--- config.mk ---
export PLATFORM = sky130hd
export DESIGN_NAME = time_base_tick_timer
export DESIGN_NICKNAME = d
export VERILOG_FILES = /design/src/include/tick_timer_pkg.sv /design/src/time_base_tick_timer.sv /design/src/tick_prescaler.sv
export SDC_FILE = /design/constraint.sdc
export NUM_CORES = 1
export LEC_CHECK = 0
export BUFFER_PORTS_ARGS = -buffer_cell sky130_fd_sc_hd__buf_2
export CAP_MARGIN = 30
export CORE_UTILIZATION = 47
export CTS_CLUSTER_DIAMETER = 30
export DETAILED_ROUTE_END_ITERATION = 10
export PLACE_DENSITY = 0.77
export SYNTH_ARGS = -nofsm -noshare
export SYNTH_HDL_FRONTEND = slang
export SYNTH_SLANG_ARGS = --single-unit
--- constraint.sdc ---
create_clock -name REF_CLK_IN -period 3.28 [get_ports REF_CLK_IN]
set_input_delay 0.656 -clock REF_CLK_IN [delete_from_list [all_inputs] [get_ports REF_CLK_IN]]
set_output_delay 0.656 -clock REF_CLK_IN [all_outputs]
set_load 0.03 [all_outputs]
--- src/include/tick_timer_pkg.sv ---
package tick_timer_pkg;

  // operating modes reported by the system controller
  typedef enum logic [2:0] {
    MODE_NORMAL,
    MODE_IDLE,
    MODE_SLOW,
    MODE_SLEEP,
    MODE_STOP
  } mode_e;

  // fields of the tick timer control register
  typedef struct packed {
    logic enable;      // request enable
    logic [2:0] rate;  // rate select
  } ctrl_s;

  // register indices; byte address is four times the index
  localparam logic [7:0] IDX_CONTROL = 8'h39;
  localparam logic [7:0] IDX_CONFIG = 8'h3a;
  localparam logic [7:0] IDX_STATUS = 8'h3b;
  localparam logic [7:0] IDX_MASK = 8'h3c;

  // control register layout and reset values
  localparam int EN_BIT = 3;
  localparam int RATE_LSB = 0;
  localparam int RATE_W = 3;
  localparam logic [3:0] CONTROL_RESET = 4'h0;
  localparam logic CONFIG_RESET = 1'b0;
  localparam logic STATUS_RESET = 1'b0;
  localparam logic MASK_RESET = 1'b0;

  // config, status and mask bit positions
  localparam int DIVSEL_BIT = 0;
  localparam int TICK_EV_BIT = 0;

  // prescaler widths and tap exponents per rate code
  localparam int GEAR_DIV_W = 22;
  localparam int LOW_DIV_W = 15;
  localparam int GEAR_EXP [8] = '{22, 20, 15, 13, 12, 11, 10, 8};
  // zero marks a reserved code
  localparam int LOW_EXP [8] = '{15, 13, 8, 6, 5, 4, 3, 0};
  localparam logic [2:0] RATE_SLOW_MAX = 3'h1;
  localparam logic [2:0] RATE_FASTEST = 3'h7;

  // ahb-lite encodings
  localparam logic [1:0] HTRANS_NONSEQ = 2'h2;
  localparam logic [2:0] HSIZE_WORD = 3'h2;
  localparam logic HRESP_OKAY = 1'b0;
  localparam int WORD_IDX_W = 8;

endpackage : tick_timer_pkg

--- src/time_base_tick_timer.sv ---
// Behaviour
// - enable bit3, rate bits2-0, upper bits zero
// - enabled ticks on tap falling edge only
// - gear taps 2^22,20,15,13,12,11,10,8
// - low-clock taps; 111 reserved; slow allows 000/001
// - stop entry clears enable, keeps rate
// - prescaler runs regardless of enable
// - first tick at next tap fall
// - low-clock sync in normal mode jitters ticks
module time_base_tick_timer #(
  parameter int SCALE_SHIFT = 0  // shortens every tap for simulation
) (
  input wire logic REF_CLK_IN,
  input wire logic RST_IN,
  input wire logic LOW_CLK_IN,
  input wire tick_timer_pkg::mode_e MODE_IN,
  input wire logic HSEL_IN,
  input wire logic [31:0] HADDR_IN,
  input wire logic [1:0] HTRANS_IN,
  input wire logic HWRITE_IN,
  input wire logic [2:0] HSIZE_IN,
  input wire logic [31:0] HWDATA_IN,
  input wire logic HREADY_IN,
  output logic [31:0] HRDATA_OUT,
  output logic HREADYOUT_OUT,
  output logic HRESP_OUT,
  output logic TICK_REQ_OUT,
  output logic IRQ_OUT
);
  import tick_timer_pkg::*;

  localparam int GEAR_W = GEAR_DIV_W - SCALE_SHIFT;
  localparam int LOW_W = LOW_DIV_W - SCALE_SHIFT;
  localparam int FIRST_TICK_MAX = 257;

  // tap bit index for a rate code, after simulation shortening
  function automatic int tap_index(input logic use_low,
                                   input logic [2:0] code);
    int e;
    e = use_low ? LOW_EXP[code] : GEAR_EXP[code];
    e = e - SCALE_SHIFT;
    if (e < 1) begin
      e = 1;
    end
    return e - 1;
  endfunction : tap_index

  // whether a rate code is usable in the current clocking
  function automatic logic rate_valid(input logic use_low,
                                      input logic slow,
                                      input logic [2:0] code);
    if (!use_low) begin
      return 1'b1;
    end else if (slow) begin
      return code <= RATE_SLOW_MAX;
    end else begin
      return code != RATE_FASTEST;
    end
  endfunction : rate_valid

  // register state
  ctrl_s ctrl;             // tick timer control
  logic div_sel;           // divider low clock select
  logic status;            // sticky tick event
  logic mask;              // interrupt mask
  mode_e mode_q;           // last mode, for stop entry detection

  // bus data-phase state
  logic wr_pend;           // write data phase pending
  logic rd_pend;           // read wait state pending
  logic [WORD_IDX_W-1:0] dp_idx;  // word index of the data phase
  logic dp_in_range;       // upper address bits were zero

  // prescalers and tap
  logic low_q;             // low clock level one cycle ago
  logic low_rise;          // low clock rising edge, one cycle
  logic [GEAR_W-1:0] gear_count;
  logic [LOW_W-1:0] low_count;
  logic slow_mode;         // gear clock taken from low clock
  logic use_low;           // low clock feeds the prescaler
  logic tap_now;           // selected tap level this cycle
  logic tap_q;             // selected tap level last cycle
  logic tap_fall;          // selected tap just fell
  logic code_ok;           // rate code usable now
  logic tick_fire;         // request to be issued
  logic stop_entry;        // stop mode just entered
  logic accept;            // address phase taken
  logic rd_ctrl;           // read of control in progress
  logic rd_status;         // read of status in progress
  logic [31:0] rd_value;   // read mux result
  logic next_status;       // status after set and clear

  // low clock is synchronous here; normal-mode edges still land on
  // gear cycles, so tick spacing wobbles by a cycle
  always_ff @(posedge REF_CLK_IN) begin
    if (RST_IN) begin
      low_q <= 1'b0;
    end else begin
      low_q <= LOW_CLK_IN;
    end
  end

  assign low_rise = LOW_CLK_IN & ~low_q;

  // gear-clock prescaler, never gated by the enable
  tick_prescaler #(
    .WIDTH(GEAR_W)
  ) u_gear_div (
    .clk_in(REF_CLK_IN),
    .rst_in(RST_IN),
    .step_in(1'b1),
    .count_out(gear_count)
  );

  // low-clock prescaler, advanced on each low clock rising edge
  tick_prescaler #(
    .WIDTH(LOW_W)
  ) u_low_div (
    .clk_in(REF_CLK_IN),
    .rst_in(RST_IN),
    .step_in(low_rise),
    .count_out(low_count)
  );

  // clock source selection from mode and divider select
  assign slow_mode = (MODE_IN == MODE_SLOW) || (MODE_IN == MODE_SLEEP);
  assign use_low = slow_mode || div_sel;
  assign code_ok = rate_valid(use_low, slow_mode, ctrl.rate);

  // tap multiplexer; changing the rate mid-run can fake an edge,
  // which is why software must hold the enable low meanwhile
  always_comb begin
    if (use_low) begin
      tap_now = low_count[tap_index(1'b1, ctrl.rate)];
    end else begin
      tap_now = gear_count[tap_index(1'b0, ctrl.rate)];
    end
  end

  // tap history for falling edge detection
  always_ff @(posedge REF_CLK_IN) begin
    if (RST_IN) begin
      tap_q <= 1'b0;
    end else begin
      tap_q <= tap_now;
    end
  end

  assign tap_fall = tap_q & ~tap_now;
  // first fall after enabling fires, so first gap may be short
  assign tick_fire = tap_fall & ctrl.enable & code_ok;

  // tick request pulse toward the interrupt controller
  always_ff @(posedge REF_CLK_IN) begin
    if (RST_IN) begin
      TICK_REQ_OUT <= 1'b0;
    end else begin
      TICK_REQ_OUT <= tick_fire;
    end
  end

  // mode history; stop entry is a one-cycle event
  always_ff @(posedge REF_CLK_IN) begin
    if (RST_IN) begin
      mode_q <= MODE_NORMAL;
    end else begin
      mode_q <= MODE_IN;
    end
  end

  assign stop_entry = (MODE_IN == MODE_STOP) && (mode_q != MODE_STOP);

  // ahb address phase acceptance
  assign accept = HSEL_IN && HREADY_IN && (HTRANS_IN == HTRANS_NONSEQ)
                  && (HSIZE_IN == HSIZE_WORD);

  // data-phase bookkeeping; reads take one wait state so that
  // read data can leave a flip-flop
  always_ff @(posedge REF_CLK_IN) begin
    if (RST_IN) begin
      wr_pend <= 1'b0;
      rd_pend <= 1'b0;
      dp_idx <= '0;
      dp_in_range <= 1'b0;
    end else begin
      wr_pend <= accept && HWRITE_IN;
      rd_pend <= accept && !HWRITE_IN;
      if (accept) begin
        dp_idx <= HADDR_IN[WORD_IDX_W+1:2];
        dp_in_range <= (HADDR_IN[31:WORD_IDX_W+2] == '0);
      end
    end
  end

  // ready drops for the read wait state only
  always_ff @(posedge REF_CLK_IN) begin
    if (RST_IN) begin
      HREADYOUT_OUT <= 1'b1;
    end else begin
      HREADYOUT_OUT <= !(accept && !HWRITE_IN);
    end
  end

  // error responses are never given
  always_ff @(posedge REF_CLK_IN) begin
    if (RST_IN) begin
      HRESP_OUT <= HRESP_OKAY;
    end else begin
      HRESP_OUT <= HRESP_OKAY;
    end
  end

  // control register; stop entry wins over a same-cycle write
  always_ff @(posedge REF_CLK_IN) begin
    if (RST_IN) begin
      ctrl <= CONTROL_RESET;
    end else if (stop_entry) begin
      ctrl.enable <= 1'b0;
    end else if (wr_pend && dp_in_range && dp_idx == IDX_CONTROL) begin
      ctrl.enable <= HWDATA_IN[EN_BIT];
      ctrl.rate <= HWDATA_IN[RATE_LSB +: RATE_W];
    end
  end

  // divider select and interrupt mask
  always_ff @(posedge REF_CLK_IN) begin
    if (RST_IN) begin
      div_sel <= CONFIG_RESET;
      mask <= MASK_RESET;
    end else if (wr_pend && dp_in_range) begin
      if (dp_idx == IDX_CONFIG) begin
        div_sel <= HWDATA_IN[DIVSEL_BIT];
      end
      if (dp_idx == IDX_MASK) begin
        mask <= HWDATA_IN[TICK_EV_BIT];
      end
    end
  end

  assign rd_ctrl = rd_pend && dp_in_range && dp_idx == IDX_CONTROL;
  assign rd_status = rd_pend && dp_in_range && dp_idx == IDX_STATUS;

  // sticky tick event; a tick in the clearing read's cycle survives
  always_comb begin
    next_status = status;
    if (rd_status) begin
      next_status = 1'b0;
    end
    if (tick_fire) begin
      next_status = 1'b1;
    end
  end

  // status register
  always_ff @(posedge REF_CLK_IN) begin
    if (RST_IN) begin
      status <= STATUS_RESET;
    end else begin
      status <= next_status;
    end
  end

  // level interrupt from unmasked status
  always_ff @(posedge REF_CLK_IN) begin
    if (RST_IN) begin
      IRQ_OUT <= 1'b0;
    end else begin
      IRQ_OUT <= next_status & mask;
    end
  end

  // read multiplexer; unmapped words read zero
  always_comb begin
    rd_value = '0;
    if (dp_in_range) begin
      unique case (dp_idx)
        IDX_CONTROL: begin
          rd_value[EN_BIT] = ctrl.enable;
          rd_value[RATE_LSB +: RATE_W] = ctrl.rate;
        end
        IDX_CONFIG: rd_value[DIVSEL_BIT] = div_sel;
        IDX_STATUS: rd_value[TICK_EV_BIT] = status;
        IDX_MASK: rd_value[TICK_EV_BIT] = mask;
        default: rd_value = '0;
      endcase
    end
  end

  // read data register, loaded in the wait state
  always_ff @(posedge REF_CLK_IN) begin
    if (RST_IN) begin
      HRDATA_OUT <= '0;
    end else if (rd_pend) begin
      HRDATA_OUT <= rd_value;
    end
  end
endmodule : time_base_tick_timer

--- src/tick_prescaler.sv ---
// free-running binary divider; each bit k toggles at step/2^(k+1)
module tick_prescaler #(
  parameter int WIDTH = 22
) (
  input wire logic clk_in,
  input wire logic rst_in,
  input wire logic step_in,
  output logic [WIDTH-1:0] count_out
);

  // counter advances on every step, never gated by anything else
  always_ff @(posedge clk_in) begin
    if (rst_in) begin
      count_out <= '0;
    end else if (step_in) begin
      count_out <= WIDTH'(count_out + 1'b1);
    end
  end

endmodule : tick_prescaler

# Yosys cells after proc, flatten, opt, wreduce, memory -nomap -nowiden
# Memory sizes are Yosys's and may differ from the RTL's.
# Cells that the tools add are included.
[word_totals]
register_bits = 95
latchBits = 0
ramBits = 0
romBits = 512
output_inout_bits = 36
wordCells = 91
mem_count = 2
[memory_table]
columns = ["name", "depth", "word_bits", "rd", "rd_ports_with_merged_regs", "write_ports", "line", "source"]
rows = [
  ["(name not given)", 8, 32, 1, 0, 0, "time_base_tick_timer.sv:40", "e = use_low ? LOW_EXP[code] : GEAR_EXP[code];"],
  ["(name not given)", 8, 32, 1, 0, 0, "time_base_tick_timer.sv:40", ""],
]
[classes]
n_addsub = 4
multipliers = 0
div_mod_pow = 0
magnitude_cmp = 6
n_eq_ne = 11
shifts = 0
n_mux = 22
bitwise_logic = 9
reduce_logical = 19
[op_table]
columns = ["operator", "count"]
rows = [
  ["32-bit two-way mux", 8],
  ["32-bit by 2-bit < comparator with 1-bit output (second input constant)", 2],
  ["32-bit by 2-bit subtractor with 32-bit output (second input constant)", 2],
  ["8-bit by 6-bit == test with 1-bit output (second input constant)", 4],
  ["32-bit by 6-bit < comparator with 1-bit output (second input constant)", 1],
  ["32-bit by 7-bit < comparator with 1-bit output (second input constant)", 1],
  ["22-bit by 1-bit adder with 22-bit output (second input constant)", 1],
  ["22-bit zero test", 1],
  ["15-bit by 1-bit adder with 15-bit output (second input constant)", 1],
  ["1-bit logical AND", 10],
  ["3-bit by 2-bit == test with 1-bit output (second input constant)", 3],
  ["1-bit two-way mux", 9],
  ["3-bit != test (second input constant)", 2],
  ["2-bit AND reduction", 3],
  ["1-bit AND", 5],
  ["1-bit binary-select mux with 5-bit select", 1],
  ["1-bit binary-select mux with 4-bit select", 1],
  ["4-bit greater-or-equal comparator (second input constant)", 1],
  ["4-bit two-way mux", 1],
  ["3-bit inverter with 4-bit output", 1],
  ["1-bit one-hot mux with 4 select lines", 1],
  ["3-bit == test (second input constant)", 1],
  ["3-bit by 1-bit less-or-equal comparator with 1-bit output (second input constant)", 1],
  ["3-bit two-way mux", 1],
  ["other kinds (5)", 9],
]

# Longest topological paths before layout
# Gate-level depths: netlist of the first run.
[depth]
ltp_word = 18
depth_mapped = 16
mapped_depth_nobuf = 12

# By module
# Synthesis of the first run repeated with hierarchy kept, for this count alone.
[unflattened]
hier_cells = 438
area_unflattened_um2 = 3756.1
[by_module_without_submodules]
columns = ["module", "instances", "cells_each", "area_each_um2"]
rows = [
  ["time_base_tick_timer", 1, 248, 2072.0],
  ["tick_prescaler at u_gear_div", 1, 114, 999.7],
  ["tick_prescaler at u_low_div", 1, 76, 684.4],
]

# Worst setup path after synthesis of the first run
# No wires, ideal clock.
[synth_timing]
kind = "register to register"
startpoint = "reg ctrl[1] (netlist name)"
endpoint = "reg status"
setup_ns = 0.138
arrival_ns = 3.223
required_time_ns = 3.142
setup_slack_ns = -0.082
path_stages_with_launch = 17
n_path_buf = 4
period_less_slack_ns = 3.362
path_cell_list = "dfxtp_1 -> buf_6 -> buf_2 -> inv_1 -> ha_1 -> buf_2 -> and3_1 -> o22a_4 -> inv_1 -> ha_1 -> buf_2 -> nand2_1 -> or3_1 -> a31oi_1 -> nor4_4 -> nor4_2 -> o31ai_1"
[synth_via]
elab_chain_len = 17
elab_cells_between_ends = 31
cone_classes = "add/sub: 2; order compare: 3; eq/ne: 1; mux: 18; bitwise: 5; memory: 2"
[synth_rtl]
columns = ["element", "line", "source"]
rows = [
  ["start, declared", "time_base_tick_timer.sv:62", "ctrl_s ctrl;"],
  ["3-bit inverter with 4-bit output (implied by the code)", "time_base_tick_timer.sv:40", ""],
  ["memory 8 x 32 bit", "--", ""],
  ["32-bit two-way mux (implied by the code) (2 in series)", "time_base_tick_timer.sv:40", ""],
  ["32-bit by 2-bit < comparator with 1-bit output", "time_base_tick_timer.sv:42", "if (e < 1) begin"],
  ["32-bit two-way mux", "time_base_tick_timer.sv:42", ""],
  ["32-bit two-way mux", "time_base_tick_timer.sv:133", "if (use_low) begin"],
  ["32-bit by 2-bit subtractor with 32-bit output", "time_base_tick_timer.sv:45", "return e - 1;"],
  ["1-bit binary-select mux with 5-bit select / 1-bit binary-select mux with 4-bit select (equally long branches)", "time_base_tick_timer.sv:136, time_base_tick_timer.sv:134", ""],
  ["1-bit two-way mux (on tied branches) (2 in series)", "time_base_tick_timer.sv:136, time_base_tick_timer.sv:134", ""],
  ["1-bit two-way mux", "time_base_tick_timer.sv:133", ""],
  ["1-bit inverter", "time_base_tick_timer.sv:149", "assign tap_fall = tap_q & ~tap_now;"],
  ["1-bit AND", "time_base_tick_timer.sv:149", ""],
  ["1-bit AND", "time_base_tick_timer.sv:151", "assign tick_fire = tap_fall & ctrl.enable & code_ok;"],
  ["1-bit AND *", "time_base_tick_timer.sv:151", ""],
  ["1-bit two-way mux *", "time_base_tick_timer.sv:249", "if (tick_fire) begin"],
  ["end signal, assigned", "time_base_tick_timer.sv:259", "status <= next_status;"],
  ["end, declared", "time_base_tick_timer.sv:64", "logic status;"],
]
# Mark *: on every way between the ends. The rest lies on a longest branch, timed or not. The select of a mux whose other input is x is not followed.
# A chain may end at the register's enable or synchronous reset.

# Worst setup path in the final report of the first run
[layout_timing]
startpoint = "reg ctrl[1] (netlist name)"
endpoint = "reg IRQ_OUT"
[layout_via]
elab_chain_len = 18
elab_cells_between_ends = 32
cone_classes = "add/sub: 2; order compare: 3; eq/ne: 1; mux: 18; bitwise: 6; memory: 2"
[layout_rtl]
columns = ["element", "line", "source"]
rows = [
  ["3-bit inverter with 4-bit output (implied by the code)", "time_base_tick_timer.sv:40", ""],
  ["memory 8 x 32 bit", "--", ""],
  ["32-bit two-way mux (implied by the code) (2 in series)", "time_base_tick_timer.sv:40", ""],
  ["32-bit by 2-bit < comparator with 1-bit output", "time_base_tick_timer.sv:42", ""],
  ["32-bit two-way mux", "time_base_tick_timer.sv:42", ""],
  ["32-bit two-way mux", "time_base_tick_timer.sv:133", ""],
  ["32-bit by 2-bit subtractor with 32-bit output", "time_base_tick_timer.sv:45", ""],
  ["1-bit binary-select mux with 5-bit select / 1-bit binary-select mux with 4-bit select (equally long branches)", "time_base_tick_timer.sv:136, time_base_tick_timer.sv:134", ""],
  ["1-bit two-way mux (on tied branches) (2 in series)", "time_base_tick_timer.sv:136, time_base_tick_timer.sv:134", ""],
  ["1-bit two-way mux", "time_base_tick_timer.sv:133", ""],
  ["1-bit inverter", "time_base_tick_timer.sv:149", ""],
  ["1-bit AND", "time_base_tick_timer.sv:149", ""],
  ["1-bit AND", "time_base_tick_timer.sv:151", ""],
  ["1-bit AND *", "time_base_tick_timer.sv:151", ""],
  ["1-bit two-way mux *", "time_base_tick_timer.sv:249", ""],
  ["1-bit AND *", "time_base_tick_timer.sv:268", "IRQ_OUT <= next_status & mask;"],
  ["end signal, assigned", "time_base_tick_timer.sv:268", ""],
  ["end, declared", "time_base_tick_timer.sv:28", "output logic IRQ_OUT"],
]
# Marked as above.

==> results of run 1 <==
power groups by stage:
stage	clock network, µW	logic, µW	registers, µW
after floorplan	0	99.5	846
after global placement	0	105	847
after detailed placement	0	108	847
after CTS	712	108	828
after global routing	752	118	830
final	698	108	829
Yosys cell counts (13+ instances only):
library cell	n
nor2_1	60
o21ai_0	13
buf_4	29
inv_1	17
nor3_1	14
nand2_1	24
a21oi_1	19
xor2_1	15
xnor2_1	17
dfxtp_1	67
mux2i_1	21
nand3_1	14
path summary, 6_finish.rpt:
| path | startpoint | end | slack, ns | cells after the start |
|---|---|---|---|---|
| worst max-delay path | ctrl[1] | IRQ_OUT | 0.26 | 12 |
| worst min-delay path | u_gear_div.count_out[0] | u_gear_div.count_out[0] | 0.48 | 1 |
| worst max register to register | ctrl[1] | IRQ_OUT | 0.26 | 12 |
| worst min register to register | u_gear_div.count_out[0] | u_gear_div.count_out[0] | 0.48 | 1 |
registers in the layout, summed over array words and instances, names as in the netlist:
register              count
div_sel                   1
ctrl                      4
tap_q                     1
u_gear_div.count_out     22
dp_idx                    8
status                    1
HRDATA_OUT                4
mode_q                    3
u_low_div.count_out      15
HREADYOUT_OUT             1
IRQ_OUT                   1
low_q                     1
dp_in_range               1
wr_pend                   1
rd_pend                   1
TICK_REQ_OUT              1
mask                      1
worst reg2reg max path: cells and delay by family, from the launching register on:
family	cells	cell delay, ns
buf+inv	2	0.24
fa+ha+maj	2	0.70
mux	1	0.35
flops	1	0.36
simple gates	3	0.56
compound gates	4	0.72
layer usage:
layer	up-vias	GRT usage [%]	share of wire [%]
met5	-	0	0
met1	1462	21.73	45
li1	1570	-	-
met2	65	34.14	50
met3	10	4.478	3.4
met4	0	6.380	1.5
layout make-up:
| class | count | area [µm²] | area share (%) |
|---|---|---|---|
| clock inverters | 5 | 60.06 | 1.407 |
| well taps | 102 | 127.6 | 2.989 |
| clock buffers | 11 | 141.4 | 3.312 |
| flip-flops and latches | 67 | 1341 | 31.42 |
| inverters | 17 | 63.81 | 1.495 |
| multi-input cells | 334 | 2205 | 51.64 |
| repair buffers | 62 | 330.3 | 7.737 |
cells by family (layout without fill, tap and decap cells):
group                    Yosys count  count (layout)  synth area share, %
AND/OR/NAND/NOR                  180             180                25.50
flip-flops                        67              67                35.23
buffers and inverters             66              95                10.15
AO/OA/AOI/OAI                     57              57                10.61
XOR/XNOR                          32              32                7.361
multiplexers                      27              27                8.084
adder cells (fa/ha/maj)            9               9                2.958
other                              1              29              0.09849
per-stage QoR:
| step | instance area [µm²] | hold slack, ns | util [%] | power [µW] | cells |
|---|---|---|---|---|---|
| 3_5_place_dp | 4068 | 0.4565 | 52.37 | 955.4 | 582 |
| 2_1_floorplan | 3928 | 0.4375 | - | 945.2 | 467 |
| 4_1_cts | 4269 | 0.4756 | 54.96 | 1649 | 598 |
| 3_3_place_gp | 4068 | 0.4582 | 52.37 | 952.6 | 582 |
| 6_report | 4269 | 0.4797 | 54.96 | 1635 | 598 |
| 5_1_grt | 4269 | 0.5263 | 54.96 | 1700 | 598 |
==> results.sh, run 1 <==
export IMPL_status="complete, no violations"
export IMPL_switching_power_uw=404.5
export IMPL_ys_types=65
export IMPL_postCtsHoldBufs=0
export IMPL_finalWorstSetupSlack_ns=0.2589
export IMPL_fill_cells=720
export IMPL_drt_antenna_violating_nets=0
export IMPL_crit_arrival_ns=3.28
export IMPL_area_growth_pct=12.13
export IMPL_rsz0062_at_grt="no"
export IMPL_slowest_delay_ns=0.40
export IMPL_layout_common_cells="dfxtp_1, nor2_1, buf_2"
export IMPL_antenna_found_initial=0
export IMPL_post_route_min_period_ns=3.021
export IMPL_dieArea_um2=8465
export IMPL_hpwl_um=5591
export IMPL_cts_sinks=67
export IMPL_ys_warn_count=0
export IMPL_synthTopCellsByArea="dfxtp_1, nor2_1, buf_4, mux2i_1, xnor2_1"
export IMPL_crit_type="register to register"
export IMPL_num_antenna_cells=0
export IMPL_vias_per_cell=5.196
export IMPL_ios=114
export IMPL_cp_buffers_inverters=2
export IMPL_drc=0
export IMPL_num_vias=3107
export IMPL_fin_tns_setup_ns=0
export IMPL_grt_ovfl_total=0
export IMPL_postSynthAreaPerCell_um2=8.673
export IMPL_clk_pin_slew_ns=0.08
export IMPL_synth_cell_area_um2=3807
export IMPL_post_place_ws_ns=0.2818
export IMPL_cts_resized=0
export IMPL_num_rows=32
export IMPL_seqPwrFrac_pct=50.7
export IMPL_grt_use_total_pct=18.91
export IMPL_crit_path_start_kind="register"
export IMPL_drtIter0Drc=104
export IMPL_synth_edf_count=0
export IMPL_power_density_nw_per_um2=383.0
export IMPL_wire_per_inst_um=12.64
export IMPL_ys_flop_type="dfxtp_1"
export IMPL_p_leak_uw=0.001622
export IMPL_internal_power_uw=1231
export IMPL_finalHoldViolCount=0
export IMPL_grt_max_degree=60
export IMPL_crit_required_ns=3.54
export IMPL_synth_top_area_share_pct=35.23
export IMPL_cts_root_buf="clkbuf_8"
export IMPL_comb_power_share_pct=6.6
export IMPL_htreeDepth=3
export IMPL_core_area_um2=7767
export IMPL_synth_largest_area_cell="dfxtp_1"
export IMPL_clk_latency_ns=0.34
export IMPL_final_common_cell="dfxtp_1"
export IMPL_fin_nets=578
export IMPL_routed_wl_um=7561
export IMPL_max_freq_mhz=331.0
export IMPL_cp_cell_sequence="buf_4 -> ha_1 -> and3_1 -> o22a_4 -> inv_1 -> ha_1 -> mux2_1 -> o221ai_1 -> a31oi_2 -> nor4_4 -> nor4_4 -> o41ai_2"
export IMPL_ys_seq_elements=67
export IMPL_worstHoldPathType="register to register"
export IMPL_first_pass_iters=4
export IMPL_switching_share_pct=24.74
export IMPL_drive_gt1_share_pct=18.95
export IMPL_async_reset_ff_share_pct=0
export IMPL_slew_violations=0
export IMPL_tritoncts="yes"
export IMPL_max_cap_viol_count=0
export IMPL_end_kind="register"
export IMPL_final_period_utilization_pct=92.11
export IMPL_die_y_um=92.01
export IMPL_die_w_um=92.01
export IMPL_cpLargestDelayFamily="compound AO/OA/AOI/OAI gates"
export IMPL_clock_tree_buffer_depth=2
export IMPL_finClkSkew_ns=0.01136
export IMPL_synth_seq_area_share_pct=35.23
export IMPL_tightestPinTransition_ns=0.9804
export IMPL_final_setup_viol_count=0
export IMPL_gp_congestion=0.8557
export IMPL_grt_pass1_wl_um=13050
export IMPL_grt_pass1_vias=2988
export IMPL_slew_headroom_pct=34.28
export IMPL_clkPwrFrac_pct=42.7
export IMPL_cts_made_buffers=9
export IMPL_post_cts_buffers=0
export IMPL_portBuffers=54
export IMPL_initial_core_util_pct=49.02
export IMPL_critical_path_max_fanout=10
export IMPL_synthCells=439
export IMPL_ir_worst_vdd_v=0.0002883
export IMPL_cp_slowest_cell="ha_1"
Note: power is estimated with default switching activity, not from simulation.
==> run 2: changes to the inputs <==
- SYNTH_HIERARCHICAL: unset -> 1
==> run 2 against run 1 <==
Synthesized area decreased by 1.3%. Global-route usage increased by 0.47 points. Clock power increased by 32%. Cell count increased by 1.2%. Total power increased by 15%. Cell area increased by 1.0%. Non-clock buffer count unchanged. Hold slack got worse by 0.0092 ns. Clock skew decreased by 0.0038 ns. Sequential cell count unchanged. Critical endpoint unchanged.
==> results.sh, run 2 <==
export IMPL_slew_headroom_pct=40.35
export IMPL_largest_register="u_gear_div/count_out"
export IMPL_num_vias=3213
export IMPL_rsz0062_at_grt="no"
export IMPL_grt_pass1_vias=2990
export IMPL_max_freq_mhz=320.8
export IMPL_postSynthAreaPerCell_um2=8.576
export IMPL_crit_required_ns=3.56
export IMPL_final_common_cell="dfxtp_1"
export IMPL_max_cap_viol_count=0
export IMPL_crit_path_start="ctrl[1]"
export IMPL_post_route_min_period_ns=3.117
export IMPL_vias_per_cell=5.311
export IMPL_finClkSkew_ns=0.007556
export IMPL_timing_rr_start="ctrl[1]"
export IMPL_ir_worst_vdd_v=0.0003031
export IMPL_synthCells=438
export IMPL_grt_max_degree=52
export IMPL_power_uw=1872
export IMPL_end_kind="register"
export IMPL_crit_type="register to register"
export IMPL_dieArea_um2=8353
export IMPL_clk_latency_ns=0.35
export IMPL_synthTopCellsByArea="dfxtp_1, mux2i_1, buf_4, nor2_1, a21oi_1"
export IMPL_initial_core_util_pct=48.61
export IMPL_crit_path_start_kind="register"
export IMPL_ios=114
export IMPL_clk_pin_slew_ns=0.07
export IMPL_slew_violations=0
export IMPL_area_growth_pct=14.79
export IMPL_final_period_utilization_pct=95.02
export IMPL_synth_edf_count=0
export IMPL_gp_congestion=0.8277
export IMPL_synth_seq_area_share_pct=35.71
export IMPL_grt_pass1_wl_um=13080
export IMPL_cts_sinks=67
export IMPL_worstHoldStart="mask"
export IMPL_top_regs="u_gear_div/count_out (22), u_low_div/count_out (15), dp_idx (8)"
export IMPL_num_rows=32
export IMPL_antenna_found_initial=0
export IMPL_largest_reg_flops=22
export IMPL_final_setup_viol_count=0
export IMPL_cts_root_buf="clkbuf_8"
export IMPL_async_reset_ff_share_pct=0
export IMPL_status="complete, no violations"
export IMPL_drc=0
export IMPL_stdcell_area_um2=4312
export IMPL_postCtsHoldBufs=0
export IMPL_ys_types=57
export IMPL_die_w_um=91.40
export IMPL_worstHoldPathType="register to register"
export IMPL_grt_ovfl_total=0
export IMPL_synth_largest_area_cell="dfxtp_1"
export IMPL_cpMostUsedCell="ha_1"
export IMPL_num_antenna_cells=0
export IMPL_ys_seq_elements=67
export IMPL_placed_area_um2=4038
export IMPL_drive_gt1_share_pct=19.88
export IMPL_tritoncts="yes"
export IMPL_tightestPinTransition_ns=0.8947
export IMPL_layout_common_cells="dfxtp_1, buf_2, nor2_1"
export IMPL_critical_path_max_fanout=7
export IMPL_htreeDepth=3
export IMPL_power_density_nw_per_um2=434.3
export IMPL_fill_cells=702
export IMPL_die_y_um=91.40
export IMPL_cts_resized=0
export IMPL_fin_tns_setup_ns=0
export IMPL_wire_per_inst_um=12.72
export IMPL_post_cts_buffers=0
export IMPL_ys_flop_type="dfxtp_1"
export IMPL_hpwl_um=5469
export IMPL_crit_arrival_ns=3.39
export IMPL_fin_nets=585
export IMPL_clock_tree_buffer_depth=2
export IMPL_cts_made_buffers=9
export IMPL_synth_top_area_share_pct=35.71
export IMPL_core_area_um2=7727
export IMPL_grt_use_total_pct=19.38
export IMPL_finalHoldViolCount=0
export IMPL_yosysMostFrequentCell="dfxtp_1"
export IMPL_cp_cell_sequence="inv_1 -> ha_1 -> and3_4 -> o32ai_4 -> ha_1 -> xor2_2 -> mux2i_1 -> o22ai_1 -> o31ai_1 -> nand3_1 -> a31oi_1"
export IMPL_portBuffers=54
export IMPL_drt_antenna_violating_nets=0
export IMPL_synth_common_cells="dfxtp_1, nor2_1, buf_4"
export IMPL_first_pass_iters=4
export IMPL_slowest_delay_ns=0.47
export IMPL_ys_warn_count=6
export IMPL_routed_wl_um=7694
export IMPL_synth_cell_area_um2=3756
export IMPL_p_leak_uw=0.001718
export IMPL_drtIter0Drc=188
export IMPL_cp_slowest_cell="o31ai_1"
run 2: cell count changes in the layout (fill, tap and decap cells not counted), moves of 5 or more:
cell | before | now
xor2_1 | 15 | 7
a21oi_1 | 19 | 25
xnor2_1 | 17 | 8
nor3_1 | 13 | 6
o31ai_1 | 2 | 9
inv_1 | 17 | 12
conb_1 | 29 | 35
nor2_1 | 60 | 49
or4_1 | 1 | 9
o21ai_0 | 13 | 19
run 2: per-stage QoR:
stage / worst slack [ns] / hold slack (ns) / utilization [%] / instances
6_report: 0.1632 / 0.4706 / 55.80 / 605
5_1_grt: 0.002868 / 0.5002 / 55.80 / 605
4_1_cts: 0.1660 / 0.4758 / 55.80 / 605
3_5_place_dp: 0.3238 / 0.4627 / 52.25 / 589
3_3_place_gp: 0.4084 / 0.4548 / 52.25 / 589
2_1_floorplan: 0.06073 / 0.4210 / - / 471
run 2: power breakdown:
group	total [µW]	internal (µW)	leakage, µW	switching (µW)
Combinational	119	37.1	0.00104	81.7
Sequential	830	821	0.000541	8.29
Clock	924	604	0.000133	320
Total	1870	1460	0.00172	410
run 2: kinds of logic after synthesis:
group                      after synthesis  synth area share (%)
and+or+nand+nor                        183                 27.02
adders and majority gates                9                 2.998
buffers and inverters                   58                 9.327
xor gates and xnor gates                16                 3.931
AOI/OAI and AO/OA                       72                 12.06
other                                    2                0.1999
DFF                                     67                 35.71
muxes                                   31                 8.761
run 2: final cells by class:
cell class              instances  area (µm²)  area share [%]
well taps                     102       127.6           2.960
multi-input cells             346        2193           50.87
clock buffers                  10       137.6           3.192
flip-flops and latches         67        1341           31.11
repair buffers                 62       330.3           7.661
clock inverters                 6       136.4           3.163
inverters                      12       45.04           1.045
run 2: critical path: cells and delay by family (launching register included):
family / cells / cell delay [ns]
AOI/OAI and AO/OA: 4 / 1.00
adders and majority gates: 2 / 0.60
DFF: 1 / 0.44
and+or+nand+nor: 2 / 0.32
xor gates and xnor gates: 1 / 0.28
muxes: 1 / 0.25
buffers and inverters: 1 / 0.16
run 2: worst paths after layout:
| check | to | slack (ns) | cells after the start |
|---|---|---|---|
| min | IRQ_OUT | 0.47 | 2 |
| max | IRQ_OUT | 0.16 | 11 |
| max reg2reg | IRQ_OUT | 0.16 | 11 |
| min reg2reg | IRQ_OUT | 0.47 | 2 |
run 2: routing by layer:
layer	track usage, %	routed length (µm)
met1	22.77	3465
met2	33.83	3794
met3	3.685	279
met4	8.995	154
met5	0	0
